===== src/core/gdor_map.vh =====
// register map, field constants and summary of behaviour for the pin regs
// What this block does
// direction bit 0 makes its pin an input, 1 makes it an output
// writing ones to direction-clear clears those direction bits
// writing ones to direction-set sets those direction bits
// writing ones to direction-toggle inverts those direction bits
// direction and its three helpers all read the current direction
// 32-bit output value register, read/write, resets to zero
// output pins drive the value; pulled inputs use it as pull direction
// each group has its own register copy at a 0x80 stride
// 8-, 16- and 32-bit accesses reach bytes and halves of a register
// writes are blocked while access protection is on for the block
`ifndef GDOR_MAP_VH
`define GDOR_MAP_VH

`define GDOR_OFF_DIR      7'h00
`define GDOR_OFF_PIN_DIRECTION_CLEAR   7'h04
`define GDOR_OFF_PIN_DIRECTION_SET   7'h08
`define GDOR_OFF_PIN_DIRECTION_TOGGLE   7'h0C
`define GDOR_OFF_OUTVAL   7'h10
`define GDOR_OFF_W        7
`define GDOR_GRP_LSB      7
`define GDOR_RESET_VAL    32'h00000000
`define GDOR_HSIZE_BYTE   3'h0
`define GDOR_HSIZE_HALF   3'h1
`define GDOR_HSIZE_WORD   3'h2
`define GDOR_MASK_BYTE    32'h000000FF
`define GDOR_MASK_HALF    32'h0000FFFF
`define GDOR_MASK_WORD    32'hFFFFFFFF
`define GDOR_MASK_NONE    32'h00000000
`define GDOR_HRESP_OKAY   1'h0

`endif


===== src/core/gdor_regs.v =====
// direction and output value registers for the pin groups, AHB-Lite slave
`timescale 1ns/1ps
`default_nettype none
`include "gdor_map.vh"

module gdor_regs
#(
    parameter NUM_GROUPS = 3,
    parameter GRP_W      = 2,
    parameter PIN_W      = 32
)
(
    input  wire                        clk,
    input  wire                        resetn,
    input  wire                        clkEn,
    input  wire                        hsel,
    input  wire [31:0]                 haddr,
    input  wire [1:0]                  htrans,
    input  wire                        hwrite,
    input  wire [2:0]                  hsize,
    input  wire [31:0]                 hwdata,
    input  wire                        hready,
    output wire                        hreadyout,
    output wire                        hresp,
    output wire [31:0]                 hrdata,
    input  wire                        accessProtect,
    input  wire [NUM_GROUPS*PIN_W-1:0] pullResistorEnable,
    output wire [NUM_GROUPS*PIN_W-1:0] pinDirection,
    output wire [NUM_GROUPS*PIN_W-1:0] pinOutputValue,
    output wire [NUM_GROUPS*PIN_W-1:0] padOutEnable,
    output wire [NUM_GROUPS*PIN_W-1:0] padDriveValue,
    output wire [NUM_GROUPS*PIN_W-1:0] padPullActive,
    output wire [NUM_GROUPS*PIN_W-1:0] padPullUp
);

////////////////////////////////////////////////////////////////////////////////
// byte lane mask

function [31:0] laneMask;
    input [2:0] sz;
    input [1:0] a;
    begin
        case (sz)
            `GDOR_HSIZE_BYTE: laneMask = `GDOR_MASK_BYTE << {a, 3'h0};
            `GDOR_HSIZE_HALF: laneMask = `GDOR_MASK_HALF << {a[1], 4'h0};
            `GDOR_HSIZE_WORD: laneMask = `GDOR_MASK_WORD;
            default:          laneMask = `GDOR_MASK_NONE;
        endcase
    end
endfunction

////////////////////////////////////////////////////////////////////////////////
// address phase capture

wire                  addrTaken;
reg                   wrPend_q;
reg  [GRP_W-1:0]      wrGrp_q;
reg  [`GDOR_OFF_W-1:0] wrOff_q;
reg  [31:0]           wrMask_q;
reg  [31:0]           hrdata_q;
reg  [31:0]           rdData;
wire [GRP_W-1:0]      aGrp;
wire [`GDOR_OFF_W-1:0] aOff;
wire [NUM_GROUPS*PIN_W-1:0] dirNext;
wire [NUM_GROUPS*PIN_W-1:0] outNext;
wire                  wrApply;
integer               i;

assign addrTaken = clkEn & hsel & htrans[1] & hready;
assign aGrp      = haddr[`GDOR_GRP_LSB+GRP_W-1:`GDOR_GRP_LSB];
assign aOff      = {haddr[`GDOR_OFF_W-1:2], 2'h0};
// writes under protection are dropped
assign wrApply   = clkEn & wrPend_q & ~accessProtect;

assign hreadyout = clkEn;
assign hresp     = `GDOR_HRESP_OKAY;
assign hrdata    = hrdata_q;

always @(posedge clk)
begin
    if (!resetn)
    begin
        wrPend_q <= 1'b0;
        wrGrp_q  <= {GRP_W{1'b0}};
        wrOff_q  <= {`GDOR_OFF_W{1'b0}};
        wrMask_q <= `GDOR_RESET_VAL;
        hrdata_q <= `GDOR_RESET_VAL;
    end
    else if (clkEn)
    begin
        wrPend_q <= addrTaken & hwrite;
        if (addrTaken)
        begin
            wrGrp_q  <= aGrp;
            wrOff_q  <= aOff;
            wrMask_q <= laneMask(hsize, haddr[1:0]);
        end
        if (addrTaken & ~hwrite)
            hrdata_q <= rdData;
    end
end

////////////////////////////////////////////////////////////////////////////////
// read mux, sees any write landing in the same cycle

always @*
begin
    rdData = `GDOR_RESET_VAL;
    for (i = 0; i < NUM_GROUPS; i = i + 1)
    begin
        if (aGrp == i[GRP_W-1:0])
        begin
            case (aOff)
                `GDOR_OFF_DIR,
                `GDOR_OFF_PIN_DIRECTION_CLEAR,
                `GDOR_OFF_PIN_DIRECTION_SET,
                `GDOR_OFF_PIN_DIRECTION_TOGGLE: rdData = dirNext[i*PIN_W +: PIN_W];
                `GDOR_OFF_OUTVAL: rdData = outNext[i*PIN_W +: PIN_W];
                default:          rdData = `GDOR_RESET_VAL;
            endcase
        end
    end
end

////////////////////////////////////////////////////////////////////////////////
// one register set per group

genvar g;
generate
    for (g = 0; g < NUM_GROUPS; g = g + 1)
    begin : grp
        localparam [GRP_W-1:0] GIDX = g;
        reg  [PIN_W-1:0] dir_q;
        reg  [PIN_W-1:0] dir_d;
        reg  [PIN_W-1:0] out_q;
        reg  [PIN_W-1:0] out_d;
        wire [PIN_W-1:0] wm;
        wire             hit;

        assign hit = wrApply & (wrGrp_q == GIDX);
        assign wm  = hwdata[PIN_W-1:0] & wrMask_q[PIN_W-1:0];

        always @*
        begin
            dir_d = dir_q;
            out_d = out_q;
            if (hit)
            begin
                case (wrOff_q)
                    `GDOR_OFF_DIR:
                        dir_d = (dir_q & ~wrMask_q[PIN_W-1:0]) | wm;
                    `GDOR_OFF_PIN_DIRECTION_CLEAR: dir_d = dir_q & ~wm;
                    `GDOR_OFF_PIN_DIRECTION_SET: dir_d = dir_q | wm;
                    `GDOR_OFF_PIN_DIRECTION_TOGGLE: dir_d = dir_q ^ wm;
                    `GDOR_OFF_OUTVAL:
                        out_d = (out_q & ~wrMask_q[PIN_W-1:0]) | wm;
                    default:
                    begin
                        dir_d = dir_q;
                        out_d = out_q;
                    end
                endcase
            end
        end

        always @(posedge clk)
        begin
            if (!resetn)
            begin
                dir_q <= `GDOR_RESET_VAL;
                out_q <= `GDOR_RESET_VAL;
            end
            else if (clkEn)
            begin
                dir_q <= dir_d;
                out_q <= out_d;
            end
        end

        assign dirNext[g*PIN_W +: PIN_W]        = dir_d;
        assign outNext[g*PIN_W +: PIN_W]        = out_d;
        assign pinDirection[g*PIN_W +: PIN_W]   = dir_q;
        assign pinOutputValue[g*PIN_W +: PIN_W] = out_q;
    end
endgenerate

////////////////////////////////////////////////////////////////////////////////
// pad control, registered from the next register values

// pads move on the same edge as the registers, so no extra latency
reg  [NUM_GROUPS*PIN_W-1:0] padOe_q;
reg  [NUM_GROUPS*PIN_W-1:0] padDrv_q;
reg  [NUM_GROUPS*PIN_W-1:0] padPa_q;
reg  [NUM_GROUPS*PIN_W-1:0] padPu_q;
wire [NUM_GROUPS*PIN_W-1:0] padOe_d;
wire [NUM_GROUPS*PIN_W-1:0] padDrv_d;
wire [NUM_GROUPS*PIN_W-1:0] padPa_d;
wire [NUM_GROUPS*PIN_W-1:0] padPu_d;

// 1 drives the pin, 0 leaves it an input
assign padOe_d  = dirNext;
// driver level for outputs
assign padDrv_d = outNext & dirNext;
// enabling the driver disables pull; value picks up or down
assign padPa_d  = pullResistorEnable & ~dirNext;
assign padPu_d  = padPa_d & outNext;

always @(posedge clk)
begin
    if (!resetn)
    begin
        padOe_q  <= {(NUM_GROUPS*PIN_W){1'b0}};
        padDrv_q <= {(NUM_GROUPS*PIN_W){1'b0}};
        padPa_q  <= {(NUM_GROUPS*PIN_W){1'b0}};
        padPu_q  <= {(NUM_GROUPS*PIN_W){1'b0}};
    end
    else if (clkEn)
    begin
        padOe_q  <= padOe_d;
        padDrv_q <= padDrv_d;
        padPa_q  <= padPa_d;
        padPu_q  <= padPu_d;
    end
end

assign padOutEnable  = padOe_q;
assign padDriveValue = padDrv_q;
assign padPullActive = padPa_q;
assign padPullUp     = padPu_q;

endmodule

`default_nettype wire


===== config.mk =====
export PLATFORM = sky130hd
export DESIGN_NAME = gdor_regs
export DESIGN_NICKNAME = d
export VERILOG_FILES = /design/src/core/gdor_regs.v
export VERILOG_INCLUDE_DIRS = /design/src /design/src/core
export SDC_FILE = /design/constraint.sdc
export NUM_CORES = 1
export LEC_CHECK = 0
export ABC_AREA = 1
export BUFFER_PORTS_ARGS = -buffer_cell sky130_fd_sc_hd__buf_4
export CORE_AREA = 2 2 308 310
export DETAILED_ROUTE_END_ITERATION = 10
export DIE_AREA = 0 0 310 312
export PLACE_DENSITY = 0.53
export SYNTH_ARGS = -nofsm -noshare
export SYNTH_HDL_FRONTEND = slang
export SYNTH_SLANG_ARGS = --single-unit

===== constraint.sdc =====
create_clock -name clk -period 2.65 [get_ports clk]
set_clock_uncertainty 0.1 [all_clocks]
set_input_delay 0.265 -clock clk [delete_from_list [all_inputs] [get_ports clk]]
set_output_delay 0.265 -clock clk [all_outputs]
set_load 0.01 [all_outputs]

# Word-level counts from Yosys, hierarchy flattened
# Cells that the tools add are included.
dict set report classes {
  n_addsub 0
  multipliers 0
  div 0
  magnitude_cmp 0
  n_eq_ne 14
  shifts 2
  mux 19
  n_bitwise 40
  n_reduce_logical 8
}
# op count
set op_table {}
lappend op_table {{$mux 32} 12}
lappend op_table {{$pmux 32 s4} 3}
lappend op_table {{$and 32x32->32} 10}
lappend op_table {{$and 96x96->96} 3}
lappend op_table {{$or 32x32->32} 9}
lappend op_table {{$pmux 32 s2} 3}
lappend op_table {{$not 96->96} 1}
lappend op_table {{$pmux 32 s3} 1}
lappend op_table {{$xor 32x32->32} 3}
lappend op_table {{$not 32->32} 2}
lappend op_table {{$shl 16x5->32 const A} 1}
lappend op_table {{$shl 8x5->32 const A} 1}
lappend op_table {{$eq 5x2->1 const B} 4}
lappend op_table {{$logic_not 7->1} 2}
lappend op_table {{$and 1x1->1} 10}
lappend op_table {{$eq 5x1->1 const B} 2}
lappend op_table {{$eq 5x3->1 const B} 2}
lappend op_table {{$eq 2x1->1 const B} 2}
lappend op_table {{$eq 2x2->1 const B} 2}
lappend op_table {{$logic_not 2->1} 2}
lappend op_table {{$reduce_and 2->1} 2}
lappend op_table {{$reduce_or 4->1} 1}
lappend op_table {{$eq 3x1->1 const B} 1}
lappend op_table {{$eq 3x2->1 const B} 1}
lappend op_table {{other kinds (2)} 3}
dict set report totals {
  regBits 648
  latchBits 0
  ram_bits 0
  mem_bits_ro 0
  input_bits 172
  output_inout_bits 610
  word_cells 98
  memories 0
}

# Logic depth before layout (Yosys ltp)
dict set report logic_depth {
  word_depth 9
  depth_mapped 15
  depth_no_buf 14
}

# Least setup slack after synthesis
# No wires, ideal clock.
dict set report synth_path {
  kind {flip-flop to flip-flop}
  start {register, netlist name wrMask_q[7]}
  end {register padPu_q[68], in the netlist padPullUp[68]}
  setup_time_ps 128
  arrival_ps 1759
  slack_ps 664
  path_stages_with_launch 14
  path_buffers 1
  period_less_slack_ps 1986
  cell_sequence {dfxtp_1 > clkbuf_1 > nand2_1 > ha_1 > inv_1 > nand4_1 > nand3_1 > nand2_1 > nand2_1 > inv_1 > nand2_1 > nor3_1 > a21oi_1 > nor2_1}
}
# item line
set synth_lines {}
lappend synth_lines {{to (signal assigned)} gdor_regs.v:215} ;# padPu_q <= {(NUM_GROUPS*PIN_W){1'b0}};
lappend synth_lines {{to (signal assigned)} gdor_regs.v:222} ;# padPu_q <= padPu_d;
lappend synth_lines {{to (decl)} gdor_regs.v:194} ;# reg [NUM_GROUPS*PIN_W-1:0] padPu_q;

# Worst setup path in the final report
dict set report layout_path {
  start {register wrPend_q}
  end {register hrdata_q[22], in the netlist hrdata[22]}
}
dict set report layout_via {
  elab_chain_cells 8
  word_cells_on_any_way 17
}
# item line
set layout_rtl {}
lappend layout_rtl {{from (decl)} gdor_regs.v:56} ;# reg wrPend_q;
lappend layout_rtl {{from (signal assigned)} gdor_regs.v:91} ;# wrPend_q <= addrTaken & hwrite;
lappend layout_rtl {{$and 1x1->1 (*) (2 in a row)} gdor_regs.v:73} ;# assign wrApply = clkEn & wrPend_q & ~accessProtect;
lappend layout_rtl {{$and 1x1->1} gdor_regs.v:140} ;# assign hit = wrApply & (wrGrp_q == GIDX);
lappend layout_rtl {{$mux 32} gdor_regs.v:147} ;# if (hit)
lappend layout_rtl {{$pmux 32 s2} gdor_regs.v:113} ;# case (aOff)
lappend layout_rtl {{$mux 32 (2 in a row)} gdor_regs.v:111} ;# if (aGrp == i[GRP_W-1:0])
lappend layout_rtl {{$mux 32 (*)} gdor_regs.v:111}
lappend layout_rtl {{to (signal assigned)} gdor_regs.v:87} ;# hrdata_q <= `GDOR_RESET_VAL;
lappend layout_rtl {{to (signal assigned)} gdor_regs.v:99} ;# hrdata_q <= rdData;
lappend layout_rtl {{to (decl)} gdor_regs.v:60} ;# reg [31:0] hrdata_q;
# Mark *: on every way between the ends. The rest lies on a longest branch, timed or not.
# A chain may end at the register's enable or synchronous reset.

==> out/results.env <==
RUN_STATUS='finished, final reports clean'
DRT-VIAS-PER-INSTANCE=4.84
MAX_FREQ_GHz=0.395
CP_COMMON_CELL='nand2_1'
MAX-CAP-VIOLATIONS=0
MAPPEDNETLISTAREA_UM2=25900
WORST_R2R_ENDPOINT='hrdata[22]'
FLOORPLAN.IO_PINS=782
CTS.CLK_SLEW.WORST_PATHS_NS=0.06
FLOW.AREA_GROWTH_FROM_SYNTHESIS_PCT=44.9
DRT_PASS1_ITERATIONS=6
MAX-CLOCK-PATH-BUFFERS=3
DETAIL_ROUTE.ITER0.VIOLATIONS=2559
CRIT_PATH_START_KIND='flop'
NUMBER_OF_CLOCK_BUFFERS_INSERTED_BY_TRITONCTS=67
R2R_SLACK_NS=0.12
HOLD_PATH_STARTPOINT='hsize[1]'
GPL.FINAL_WEIGHTED_CONGESTION=0.943
TRACK_USAGE_PCT=28.2
DPL_WORST_SLACK_NS=0.0599
YS.WARNINGS.COUNT=0
TIMING.HOLD.WORST_ENDPOINT='wrMask_q[30]'
LAYOUT_COMMONEST_CELL='nand2_1'
DIE_AREA_UM2=96700
WL_PER_CELL_UM=23.3
REGISTER_AREA_UM2=10500
FINAL_MIN_PERIOD_OVER_CLOCK_PERIOD_PCT=95.5
GRT-OVFL-TOTAL=0
DRCVIOLATIONCOUNT=0
NETLIST-CELL-TYPE-COUNT=31
CLOCK_TREE.HTREE_LEVEL_COUNT=3
FILLCELLCOUNT=10000
ANTENNA_FOUND_INITIAL=4
HOLDPATHSTAGES=6
FINAL_UTIL_PCT=40.4
LAYOUT.CELLS.MOST_COMMON_LIST='1325 x nand2_1, 983 x buf_4, 523 x dfxtp_1'
ENDPOINT_KIND='flop'
FP.DIEW_UM=310
TRITONCTS_CLOCK_TREE='yes'
SYNTHESIS.AREA_PER_INSTANCE_UM2=6.71
RSZ0062_AT_GRT='true'
POWER_DENSITY_nW_PER_UM2=509
REPORT.FINAL.HOLD_VIOL_COUNT=0
HOLDWS_NS=0.0472
YOSYS_REGISTER_BITS=524
P_LEAK_nW=18.1
TOTALNEGATIVESETUPSLACK_NS=0
DRIVE_GT1_SHARE_PCT=24.6
CRITICAL_PATH.CELL_CHAIN='nand3_1 > inv_1 > nand3_1 > nor2_4 > buf_12 > nand2_1 > buf_4 > nand2_1 > nand2_1 > nand2_1 > nand2_1 > nand2_1 > nand2_1 > nor2_1 > nor2_1'
GRT_START_MAX_NET_PINS=199
SETUP_WS_NS=0.120
SYNTH_SEQUENTIAL_AREA_RATIO_PCT=40.5
TIMING.SETUP.CRITICAL_PATH_CLASS='flop to flop'
POST_LAYOUT_NONFILLER_INSTANCES=6060
DETAILED_PLACE_HPWL_UM=110000
CRIT_PATH_TOP_DELAY_CELL='dfxtp_1'
NUM_ROWS=112
CRITICAL-PATH-MAX-STAGE-DELAY_NS=0.33
SYNTH.LARGEST_AREA_CELL='dfxtp_1'
ROUTE.ANTENNA.REMAINING_NETS=0
FINISH.NET_COUNT=5021
GRT_MOST_USED_LAYER='met2'
GROUTE.LAYER.MET2.USAGE_PCT=42.6
FIRST_GLOBAL_VIAS=26900
GRT_FIRST_PASS_WIRELENGTH_UM=197000
CTS-ROOT-BUF='clkbuf_16'
GRTUSAGEMET3_PCT=7.37
PLACEDCELLCOUNT=5820
INITIAL_CORE_UTIL_PCT=27.9
SYNTH.NET_COUNT=4133
CLK-INSERTION-DELAY-LATE_NS=0.65
TIMING.RR.START='wrPend_q'
BUFFER_PORTS.INSERTED=756
SLEW_VIOL_FINAL=0
CLKSINKCOUNT=524
GRT_UTIL_MET1_PCT=38.9
MULTIINPUTGATEAREA_UM2=12700
SYNTH_LARGEST_TYPE_AREA_FRACTION_PCT=40.5
CHIPHEIGHT_UM=312
DETAILROUTE.VIA_COUNT=29400
CRITICAL_PATH_REQUIRED_NS=3.08
IR_DROP_mV=0.442
POST_SYNTHESIS_CELL_COUNT=3865
DRT_WL_TOTAL_UM=141000
HOLD_CLASS='input port to flop'
CRITICAL_PATH.MAX_FANOUT=8
CP.ARRIVAL_NS=2.96
FIN_CRIT_NS=2.53
CORE_REGION_AREA_UM2=93000
WORST_SLEW_PIN_SLEW_NS=1.16
WORST_R2R_PATH_CELLS=15
CELLS_TAKING_THE_MOST_AREA_AFTER_SYNTHESIS='dfxtp_1 40%, nand2_1 19%, a21oi_1 5.9%, ha_1 4.6%, nand3_1 4.6%'
TIMING.MAX_SLEW.REL_SLACK_PCT=23.0
FINALSETUPVIOLCOUNT=0
worst max-delay path by stage:
stage,startpoint,to,slack [ns]
final,wrPend_q,hrdata[22],0.12
after global routing,wrPend_q,hrdata[21],-0.02
after CTS,wrOff_q[6],padDriveValue[35],0.01
after detailed placement,wrOff_q[6],padPullUp[35],0.06
after global placement,accessProtect,padPullUp[35],0.05
after floorplan,wrMask_q[7],padPullUp[68],0.66
through the flow:
step / cell area (um2) / total power [mW]
floorplan: 25900 / 8.81
global placement: 34100 / 9.60
detailed placement: 34100 / 9.60
CTS: 37500 / 19.3
global route: 37600 / 19.7
finish: 37600 / 19.1
power breakdown:
| group | internal (mW) | switching, mW |
|---|---|---|
| registers | 8.00 | 0.0636 |
| logic | 0.591 | 0.934 |
| clock network | 5.63 | 3.92 |
per-layer routing:
| layer | vias up | wire (um) |
|---|---|---|
| li1 | 14100 | - |
| met1 | 13900 | 64200 |
| met2 | 1145 | 61000 |
| met3 | 167 | 11600 |
| met4 | 0 | 4570 |
| met5 | - | 0 |
worst max-delay path: cells and delay by family, from the launching register on:
kind | cells | cell delay, ns
and+or+nand+nor | 12 | 1.46
buffers and inverters | 3 | 0.51
DFF | 1 | 0.33
cells by family (layout without fill, tap and decap cells):
family / after synthesis / count (layout) / synth area share, %
AOI/OAI and AO/OA: 523 / 523 / 10.5
buffers and inverters: 638 / 1575 / 10.9
other: 1 / 5 / 0.0145
adders and majority gates: 96 / 96 / 4.63
and+or+nand+nor: 2083 / 2083 / 33.5
DFF: 524 / 524 / 40.5
sequential cells by signal, indices dropped and copies added, names as in the netlist, 2 cells and up:
signal and flops:
grp.dir_q 94, grp.out_q 96, hrdata 32, padDriveValue 96
padOutEnable 2, padPullActive 96, padPullUp 96, wrGrp_q 2
wrMask_q 4, wrOff_q 5
cells in the mapped netlist:
| cell type | instances |
|---|---|
| inv_1 | 306 |
| a221oi_1 | 5 |
| nor2_1 | 284 |
| o22ai_1 | 19 |
| nor3_1 | 13 |
| and2_1 | 37 |
| nor2_2 | 7 |
| nor2_4 | 1 |
| nor4_2 | 1 |
| inv_2 | 11 |
| clkinv_1 | 2 |
| dfxtp_1 | 524 |
| a21oi_1 | 305 |
| nand2_1 | 1333 |
| a211oi_1 | 11 |
| buf_2 | 30 |
| o21ai_1 | 28 |
| o21ai_0 | 146 |
| or3b_2 | 1 |
| buf_4 | 106 |
| nand4_1 | 158 |
| or2_2 | 5 |
| clkbuf_1 | 152 |
| conb_1 | 1 |
| nand3_1 | 239 |
| o21a_1 | 9 |
| nand2_2 | 2 |
| nor3_2 | 1 |
| nor3_4 | 1 |
| buf_1 | 31 |
| ha_1 | 96 |
layout make-up:
type                       count  share of cell area [%]
antenna                        4                  0.0266
clock buffer                  87                    4.88
clock inverter                31                    1.10
inverter                     319                    3.22
multi-input combinational   2703                    33.9
sequential                   524                    27.9
tap                         1254                    4.18
timing repair buffer        1138                    24.8
what timing repair did:
| action | CTS | global route |
|---|---|---|
| buffers inserted | 0 | 3 |
| endpoints found under the setup margin | 0 | 29 |
| hold buffers | 115 | 0 |
| gates resized for setup | 0 | 16 |
| endpoints found under the hold margin | 215 | 0 |
Power figures use the tool's default switching activity.
